### src/rfscr_pkg.sv
/*
  rfscr_pkg: register map, field layouts, reset values and carrier types
  for the receive FIFO status and collision reporting block.
  Assumes a single 40 MHz clock domain and a host that reads the status
  registers through a plain read strobe port.
*/
// What this block does
// - report unread FIFO byte count as 7-bit binary, range 0 to 96
// - set underflow when host reads more bytes than the FIFO holds
// - flag an incomplete last byte and give its valid bit count
// - store incomplete last byte bits in the low positions of the byte
// - flag missing parity of last byte and signal it as framing error
// - while FIFO empty, count reads 0 and incomplete flag/count read clear
// - reading second status register clears incomplete, bit count, parity
// - status and collision registers clear at reset and set-default
// - on collision record whole bytes (4 bits) and bits before (3 bits)
// - record collision only within anticollision frame length
// - mark parity-bit collision, report as error only on first collision
`default_nettype none

package rfscr_pkg;

  // storage size and byte counter
  localparam int         FIFO_BYTES      = 96;
  localparam logic [6:0] FIFO_FULL_COUNT = 7'h60;
  localparam logic [6:0] FIFO_LAST_INDEX = 7'h5f;

  // staging buffer in front of the storage
  localparam int STAGE_WIDTH = 8;
  localparam int STAGE_DEPTH = 8;

  // register addresses
  localparam logic [5:0] ADDR_UNREAD_COUNT = 6'h1a;
  localparam logic [5:0] ADDR_COND_FLAGS   = 6'h1b;
  localparam logic [5:0] ADDR_COLL_POS     = 6'h1c;

  // reset values and the answer to unmapped reads
  localparam logic [6:0] RST_COUNT = 7'h00;
  localparam logic [7:0] RST_FLAGS = 8'h00;
  localparam logic [7:0] RST_COLL  = 8'h00;
  localparam logic [7:0] RD_UNMAPPED = 8'h00;

  // longest byte offset still inside an anticollision frame
  localparam logic [7:0] COL_MAX_BYTES = 8'h0f;

  // condition flags register layout, bit 7 down to bit 0
  typedef struct packed {
    logic       unused;
    logic       underflow;
    logic       overflow;
    logic       incomplete;
    logic [2:0] partial_byte_bit_count;
    logic       last_parity_absent_flag;
  } rfscr_flags_t;

  // collision position register layout
  typedef struct packed {
    logic [3:0] byte_count;
    logic [2:0] bit_count;
    logic       parity_collision_flag;
  } rfscr_coll_t;

  // frame end information that comes with the last received byte
  typedef struct packed {
    logic [2:0] valid_bits;
    logic       parity_absent;
  } rfscr_end_t;

  // collision report from the receiver
  typedef struct packed {
    logic [7:0] byte_pos;
    logic [2:0] bit_pos;
    logic       in_parity;
  } rfscr_col_t;

endpackage : rfscr_pkg

`default_nettype wire

### src/rfscr_top.sv
/*
  rfscr_fifo: parameterised staging FIFO with valid/ready on both sides.
  rfscr_top: 96-byte receive storage, unread byte count, condition flags
  and collision position register, read by the host through strobes.
  Assumes all inputs synchronous to MCLK and one-cycle event pulses.
*/
`timescale 1ns/1ps
`default_nettype none

module rfscr_fifo #(
  parameter int WIDTH = 8,
  parameter int DEPTH = 8
) (
  input  wire logic             clk,
  input  wire logic             rst_n,
  input  wire logic             in_valid,
  output logic                  in_ready,
  input  wire logic [WIDTH-1:0] in_data,
  output logic                  out_valid,
  input  wire logic             out_ready,
  output logic      [WIDTH-1:0] out_data
);

  localparam int AW = $clog2(DEPTH);
  localparam logic [AW:0] FULL = (AW+1)'(DEPTH);

  logic [WIDTH-1:0] mem [0:DEPTH-1];
  logic [AW-1:0]    wr_ptr;
  logic [AW-1:0]    rd_ptr;
  logic [AW:0]      count;
  logic             push;
  logic             pop;

  assign in_ready  = (count != FULL);
  assign out_valid = (count != '0);
  assign push      = in_valid && in_ready;
  assign pop       = out_valid && out_ready;
  assign out_data  = mem[rd_ptr];

  // depth is a power of two, pointers wrap naturally
  always_ff @(posedge clk or negedge rst_n) begin
    if (!rst_n) begin
      wr_ptr <= '0;
    end else if (push) begin
      wr_ptr <= wr_ptr + 1'b1;
    end
  end

  always_ff @(posedge clk or negedge rst_n) begin
    if (!rst_n) begin
      rd_ptr <= '0;
    end else if (pop) begin
      rd_ptr <= rd_ptr + 1'b1;
    end
  end

  always_ff @(posedge clk or negedge rst_n) begin
    if (!rst_n) begin
      count <= '0;
    end else if (push && !pop) begin
      count <= count + 1'b1;
    end else if (pop && !push) begin
      count <= count - 1'b1;
    end
  end

  always_ff @(posedge clk) begin
    if (push) begin
      mem[wr_ptr] <= in_data;
    end
  end
endmodule : rfscr_fifo

module rfscr_top (
  input  wire logic                   MCLK,
  input  wire logic                   RSTN,
  input  wire logic                   SET_DEFAULT,
  input  wire logic                   RX_VALID,
  output logic                        RX_READY,
  input  wire logic [7:0]             RX_DATA,
  input  wire logic                   RX_LAST,
  input  wire rfscr_pkg::rfscr_end_t  RX_END_INFO,
  input  wire logic                   RX_START,
  input  wire logic                   COL_EVENT,
  input  wire rfscr_pkg::rfscr_col_t  COL_INFO,
  input  wire logic                   REG_RD,
  input  wire logic [5:0]             REG_ADDR,
  output logic [7:0]                  REG_RDATA,
  output logic                        REG_RVALID,
  input  wire logic                   FIFO_RD,
  output logic [7:0]                  FIFO_RDATA,
  output logic                        FIFO_RVALID,
  output logic                        FRAMING_ERR,
  output logic                        COL_PARITY_ERR
);

  logic [7:0]              mem [0:rfscr_pkg::FIFO_BYTES-1];
  logic [6:0]              wr_ptr;
  logic [6:0]              rd_ptr;
  logic [6:0]              count;
  rfscr_pkg::rfscr_flags_t flags;
  rfscr_pkg::rfscr_flags_t flags_view;
  rfscr_pkg::rfscr_coll_t  coll;
  logic                    col_seen;
  logic [7:0]              stage_in;
  logic                    st_valid;
  logic [7:0]              st_data;
  logic                    drain;
  logic                    pop;
  logic                    rx_end;
  logic                    underflow;
  logic                    overflow;
  logic                    rd_flags;
  logic                    col_take;
  logic                    empty;
  logic [7:0]              rd_value;

  function automatic logic [7:0] lsb_mask(input logic [2:0] bits);
    lsb_mask = (bits == 3'h0) ? 8'hff : ~(8'hff << bits);
  endfunction : lsb_mask

  function automatic logic [6:0] bump_ptr(input logic [6:0] ptr);
    bump_ptr = (ptr == rfscr_pkg::FIFO_LAST_INDEX) ? 7'h00 : ptr + 7'h01;
  endfunction : bump_ptr

  assign rx_end = RX_VALID && RX_READY && RX_LAST;

  // upper bits of a partial last byte are forced to zero
  assign stage_in = RX_LAST ? (RX_DATA & lsb_mask(RX_END_INFO.valid_bits))
                            : RX_DATA;

  rfscr_fifo #(
    .WIDTH (rfscr_pkg::STAGE_WIDTH),
    .DEPTH (rfscr_pkg::STAGE_DEPTH)
  ) u_stage (
    .clk       (MCLK),
    .rst_n     (RSTN),
    .in_valid  (RX_VALID),
    .in_ready  (RX_READY),
    .in_data   (stage_in),
    .out_valid (st_valid),
    .out_ready (drain),
    .out_data  (st_data)
  );

  // storage full stalls the staging buffer, which then stalls the receiver
  assign drain     = st_valid && (count != rfscr_pkg::FIFO_FULL_COUNT);
  assign pop       = FIFO_RD && (count != 7'h00);
  assign underflow = FIFO_RD && (count == 7'h00);
  assign overflow  = RX_VALID &&
                     (count == rfscr_pkg::FIFO_FULL_COUNT);
  assign rd_flags  = REG_RD && (REG_ADDR == rfscr_pkg::ADDR_COND_FLAGS);
  assign empty     = (count == 7'h00) && !st_valid;

  always_ff @(posedge MCLK) begin
    if (drain) begin
      mem[wr_ptr] <= st_data;
    end
  end

  always_ff @(posedge MCLK or negedge RSTN) begin
    if (!RSTN) begin
      wr_ptr <= 7'h00;
    end else if (SET_DEFAULT) begin
      wr_ptr <= 7'h00;
    end else if (drain) begin
      wr_ptr <= bump_ptr(wr_ptr);
    end
  end

  always_ff @(posedge MCLK or negedge RSTN) begin
    if (!RSTN) begin
      rd_ptr <= 7'h00;
    end else if (SET_DEFAULT) begin
      rd_ptr <= 7'h00;
    end else if (pop) begin
      rd_ptr <= bump_ptr(rd_ptr);
    end
  end

  // unread byte count, never above the storage size
  always_ff @(posedge MCLK or negedge RSTN) begin
    if (!RSTN) begin
      count <= rfscr_pkg::RST_COUNT;
    end else if (SET_DEFAULT) begin
      count <= rfscr_pkg::RST_COUNT;
    end else if (drain && !pop) begin
      count <= count + 7'h01;
    end else if (pop && !drain) begin
      count <= count - 7'h01;
    end
  end

  // a read past the end answers zero and only raises underflow
  always_ff @(posedge MCLK or negedge RSTN) begin
    if (!RSTN) begin
      FIFO_RDATA  <= 8'h00;
      FIFO_RVALID <= 1'b0;
    end else begin
      FIFO_RDATA  <= pop ? mem[rd_ptr] : 8'h00;
      FIFO_RVALID <= FIFO_RD;
    end
  end

  // read clear first, hardware sets afterwards so a set wins
  always_ff @(posedge MCLK or negedge RSTN) begin
    if (!RSTN) begin
      flags <= rfscr_pkg::rfscr_flags_t'(rfscr_pkg::RST_FLAGS);
    end else if (SET_DEFAULT) begin
      flags <= rfscr_pkg::rfscr_flags_t'(rfscr_pkg::RST_FLAGS);
    end else begin
      if (rd_flags) begin
        flags.underflow               <= 1'b0;
        flags.overflow                <= 1'b0;
        flags.incomplete              <= 1'b0;
        flags.partial_byte_bit_count  <= 3'h0;
        flags.last_parity_absent_flag <= 1'b0;
      end
      if (underflow) begin
        flags.underflow <= 1'b1;
      end
      if (overflow) begin
        flags.overflow <= 1'b1;
      end
      if (rx_end) begin
        flags.incomplete <= (RX_END_INFO.valid_bits != 3'h0);
        flags.partial_byte_bit_count  <= RX_END_INFO.valid_bits;
        flags.last_parity_absent_flag <= RX_END_INFO.parity_absent;
      end
    end
  end

  // empty storage and staging buffer hide the partial byte description
  always_comb begin
    flags_view        = flags;
    flags_view.unused = 1'b0;
    if (empty) begin
      flags_view.incomplete             = 1'b0;
      flags_view.partial_byte_bit_count = 3'h0;
    end
  end

  always_ff @(posedge MCLK or negedge RSTN) begin
    if (!RSTN) begin
      FRAMING_ERR <= 1'b0;
    end else begin
      FRAMING_ERR <= rx_end && RX_END_INFO.parity_absent;
    end
  end

  // only the first collision of a frame is recorded
  assign col_take = COL_EVENT && !col_seen &&
                    (COL_INFO.byte_pos <= rfscr_pkg::COL_MAX_BYTES);

  always_ff @(posedge MCLK or negedge RSTN) begin
    if (!RSTN) begin
      col_seen <= 1'b0;
    end else if (SET_DEFAULT) begin
      col_seen <= 1'b0;
    end else if (COL_EVENT) begin
      col_seen <= 1'b1;
    end else if (RX_START) begin
      col_seen <= 1'b0;
    end
  end

  always_ff @(posedge MCLK or negedge RSTN) begin
    if (!RSTN) begin
      coll <= rfscr_pkg::rfscr_coll_t'(rfscr_pkg::RST_COLL);
    end else if (SET_DEFAULT) begin
      coll <= rfscr_pkg::rfscr_coll_t'(rfscr_pkg::RST_COLL);
    end else if (col_take) begin
      coll.byte_count            <= COL_INFO.byte_pos[3:0];
      coll.bit_count             <= COL_INFO.bit_pos;
      coll.parity_collision_flag <= COL_INFO.in_parity;
    end
  end

  always_ff @(posedge MCLK or negedge RSTN) begin
    if (!RSTN) begin
      COL_PARITY_ERR <= 1'b0;
    end else begin
      COL_PARITY_ERR <= COL_EVENT && !col_seen &&
                        COL_INFO.in_parity;
    end
  end

  always_comb begin
    unique case (REG_ADDR)
      rfscr_pkg::ADDR_UNREAD_COUNT: rd_value = {1'b0, count};
      rfscr_pkg::ADDR_COND_FLAGS:   rd_value = flags_view;
      rfscr_pkg::ADDR_COLL_POS:     rd_value = coll;
      default:                      rd_value = rfscr_pkg::RD_UNMAPPED;
    endcase
  end

  always_ff @(posedge MCLK or negedge RSTN) begin
    if (!RSTN) begin
      REG_RDATA  <= 8'h00;
      REG_RVALID <= 1'b0;
    end else begin
      REG_RDATA  <= REG_RD ? rd_value : 8'h00;
      REG_RVALID <= REG_RD;
    end
  end
endmodule : rfscr_top

`default_nettype wire

### config.mk
export PLATFORM = sky130hd
export DESIGN_NAME = rfscr_top
export DESIGN_NICKNAME = d
export VERILOG_FILES = /design/src/rfscr_pkg.sv /design/src/rfscr_top.sv
export SDC_FILE = /design/constraint.sdc
export NUM_CORES = 1
export LEC_CHECK = 0
export ABC_AREA = 0
export BUFFER_PORTS_ARGS = -buffer_cell sky130_fd_sc_hd__buf_2
export CORE_MARGIN = 2
export CORE_UTILIZATION = 45
export DETAILED_ROUTE_END_ITERATION = 7
export HOLD_SLACK_MARGIN = 0.05
export PLACE_DENSITY_LB_ADDON = 0.08
export SYNTH_ARGS = -nofsm -noshare
export SYNTH_HDL_FRONTEND = slang
export SYNTH_HIERARCHICAL = 1
export SYNTH_SLANG_ARGS = --single-unit
### constraint.sdc
create_clock -name MCLK -period 2.9 [get_ports MCLK]
set_input_delay 0.58 -clock MCLK [delete_from_list [all_inputs] [get_ports MCLK]]
set_output_delay 0.58 -clock MCLK [all_outputs]
set_load 0.05 [all_outputs]
==> summary.md <==
| Metric | Value |
|---|---|
| Outcome | finished clean |
| RR Startpoint | count[2] |
| Max-cap violations | 0 |
| Clk root buf | clkbuf_16 |
| Synth Register Bits | 899 |
| Drt pass-1 iters | 6 |
| Via count | around 18000 |
| Worst path bufs/invs | 2 |
| Synth area leader | edfxtp_1 |
| Clock latency reported for the late side of the worst-skew pair | ~0.65 ns |
| Wire per inst | approximately 27 µm |
| CP arrival | 3.40 ns |
| Initial Utilization | a little under half |
| Finish-stage setup viols | 0 |
| Number of CTS-inserted buffers | 94 |
| Port Buf Inserts | 59 |
| Top_reg_cell synth | edfxtp_1 |
| Final cycle utilization of the critical path | 97.8% |
| # IOs | 60 |
| Overall Global Routing Usage | around a fifth |
| # rows | around 100 |
| Max Fclk | 353 MHz |
| Data required, critical path | 3.46 ns |
| Initial DRC Count | 1525 |
| Die ar. | 81500 µm² |
| Hold path startpoint | FIFO_RD |
| Die width | around 290 µm |
| Pleak | 0.0135 µW |
| Worst flop-to-flop path endpoint | count[6] |
| CORE AREA | approximately 79000 µm² |
| Die Y | ~290 µm |
| Total grt overflow | 0 |
| Share of the synthesized area in the top cell type | 70.1% |
| Pin slew with the least headroom to its limit | 0.984 ns |
| Avg Inst Size Synth | between 15 and 20 µm² |
| Setup CP Type | flop to flop |
| Drt total wl | ~84000 µm |
| RSZ-0062 raised after global routing | yes |
| Top post-synthesis cells by count | edfxtp_1, mux4_2, nor2_1, mux2i_1, dfrtp_1 |
| CP cell instances | or4_4, o31ai_4, inv_4, nand2_8, inv_2, fa_2, nor2b_4, o21ai_2, a21o_1, and4_4, o21ai_1, nor3b_2 |
| Total Neg Setup Slack | 0 ns |
| Reg clk slew, reported paths | around 0.060 ns |
| Top delay family on crit path | simple AND/OR/NAND/NOR gates |
| Fin Hold WS | 0.140 ns |
| Crit path largest cell delay | slightly below 0.6 ns |
| Largest cells by area after synthesis | edfxtp_1, mux4_2, dfrtp_1 |
| Worst path slowest cell | or4_4 |
| Nets | 2079 |
| R2R setup slack | 0.06 ns |
| Synth-to-layout area growth | 15.6% |
| Routed vias/inst | roughly 5.7 |
| Power per Cell Area | 970 nW/µm² |
| Async SR Flop Fraction | 7.45% |
| Clock Path Buffers | 3 |
| WHS Path Cells | 1 |
| Worst Hold Class | input pin to flop |
| TritonCTS clock tree | yes |
| Post-synth EDFFs | around 830 |
| Routed Antenna Nets | 0 |
| Synthesized cell area | 35600 µm² |
| Worst setup path startpoint | count[2] |
| Slew margin rel. | around a third |
| Fraction of layout cells with a size suffix above 1 | 24.6% |
| Syn. warnings | 6 |
| Final Hold Viols | 0 |
| HPWL after DPL | roughly 54000 µm |
| Setup crit start kind | flop |
| Post-Syn Instances | 1847 |
| Most frequent cell after synthesis | edfxtp_1 |
| DRC | 0 |
| Clk_skew | 0.0229 ns |
| CP max FO | 8 |
| Hold EP | FIFO_RVALID |
| Initial antenna violation count | 0 |
| Syn Nets | 1903 |
| H-tree levels | 3 |
| First-pass GRT wire length | 124000 µm |
| Crit path capture type | flop |
| Fillers | 6259 |
| Sequential fraction of the synthesis area | 74.8% |
| Sink Count | 899 |
| FF-to-FF path depth | 12 |
| GP Congestion | 0.805 |
| Max VDD drop | between 0.0007 and 0.0008 V |
| Synth cell types | 70 |
| Post-layout min period | 2.84 ns |
| Slew Limit Fails | 0 |
| Pin count of the biggest net entering global routing | 97 |
| Vias in the first global route | 18700 |
-- worst max path at each step --
stage	to	cells past startpoint	slack, ns
2_1_floorplan	count[6]	12	-0.004
3_3_place_gp	count[6]	12	0.12
3_5_place_dp	count[6]	12	0.01
4_1_cts	count[6]	12	0.02
5_1_grt	count[6]	12	-0.02
6_report	count[6]	12	0.06
-- state kept, by name, indices dropped and copies added (netlist names) --
signal,flops
u_stage/count,4
REG_RVALID,1
mem,768
u_stage/wr_ptr,3
FIFO_RDATA,8
u_stage/rd_ptr,3
REG_RDATA,8
FIFO_RVALID,1
FRAMING_ERR,1
u_stage/mem,64
flags,7
coll,8
rd_ptr,7
COL_PARITY_ERR,1
col_seen,1
wr_ptr,7
count,7
-- final cells by class --
cell class | instances | area, µm² | share of cell area (%)
Sequential cell | 899 | 26700 | 64.7
Inverter | 12 | 47.5 | 0.115
Antenna cell | 1 | 2.50 | 0.00607
Tap cell | 1050 | 1310 | 3.19
Multi-Input combinational cell | 834 | 8530 | 20.7
Clock buffer | 125 | 2660 | 6.44
Timing Repair Buffer | 182 | 1610 | 3.91
Clock inverter | 48 | 372 | 0.902
-- report_power, final --
group	total [µW]	switching (µW)	internal, µW
clock	11700	4870	6860
combinational	10100	6530	3570
sequential	18100	450	17700
total	40000	11900	28100
-- metal layers --
| layer | share of wire, % | track usage [%] | wire [µm] |
|---|---|---|---|
| met5 | 0 | 0 | 0 |
| met4 | 1.7 | 4.86 | 1430 |
| met3 | 4.8 | 3.13 | 3990 |
| met2 | 50 | 34.8 | 41600 |
| met1 | 44 | 29.3 | 36500 |
-- layout by cell type (no fill, tap or decap), drive strengths merged, types with 6 or more instances in the layout --
cell / n
a211oi: 23
a21oi: 34
a22o: 6
a22oi: 20
a32oi: 7
buf: 181
clkbuf: 125
clkinv: 40
dfrtp: 67
edfxtp: 832
ha: 15
inv: 13
mux2: 13
mux2i: 121
mux4: 170
nand2: 67
nand3: 27
nand3b: 8
nand4: 6
nor2: 138
nor2b: 14
nor3: 15
o21ai: 29
o221ai: 21
o22ai: 24
o31ai: 6
xnor2: 9
-- cells by family after synthesis --
family | synth area share, %
flops | 74.8
mux | 14.7
simple gates | 3.89
compound gates | 3.96
buf+inv | 1.60
fa+ha+maj | 0.639
xor+xnor | 0.372
-- worst register-to-register path, delay by kind of cell (launching register included) --
| family | cells | cell delay, ns |
|---|---|---|
| AOI/OAI and AO/OA | 4 | 0.68 |
| adders and majority gates | 1 | 0.36 |
| and+or+nand+nor | 5 | 1.20 |
| DFF | 1 | 0.38 |
| buffers and inverters | 2 | 0.15 |
-- what timing repair did --
action	4_1_cts	5_1_grt
endpoints found under the setup margin	0	3
hold buffers	1	0
hold endpoints to repair	34	0
resized for setup	0	3
setup buffers	0	1
-- metrics by stage --
stage | worst slack [ns] | instances | area, µm² | power [µW] | utilization (%)
2_1_floorplan | -0.00372 | 1847 | 35700 | 23900 | -
3_3_place_gp | 0.118 | 2975 | 38100 | 28400 | 48.4
3_5_place_dp | 0.0108 | 2975 | 38100 | 28700 | 48.4
4_1_cts | 0.0158 | 3149 | 41200 | 40500 | 52.3
5_1_grt | -0.0242 | 3150 | 41200 | 41600 | 52.3
6_report | 0.0640 | 3151 | 41200 | 40000 | 52.3
No activity file was read; power rests on OpenSTA's default activity.
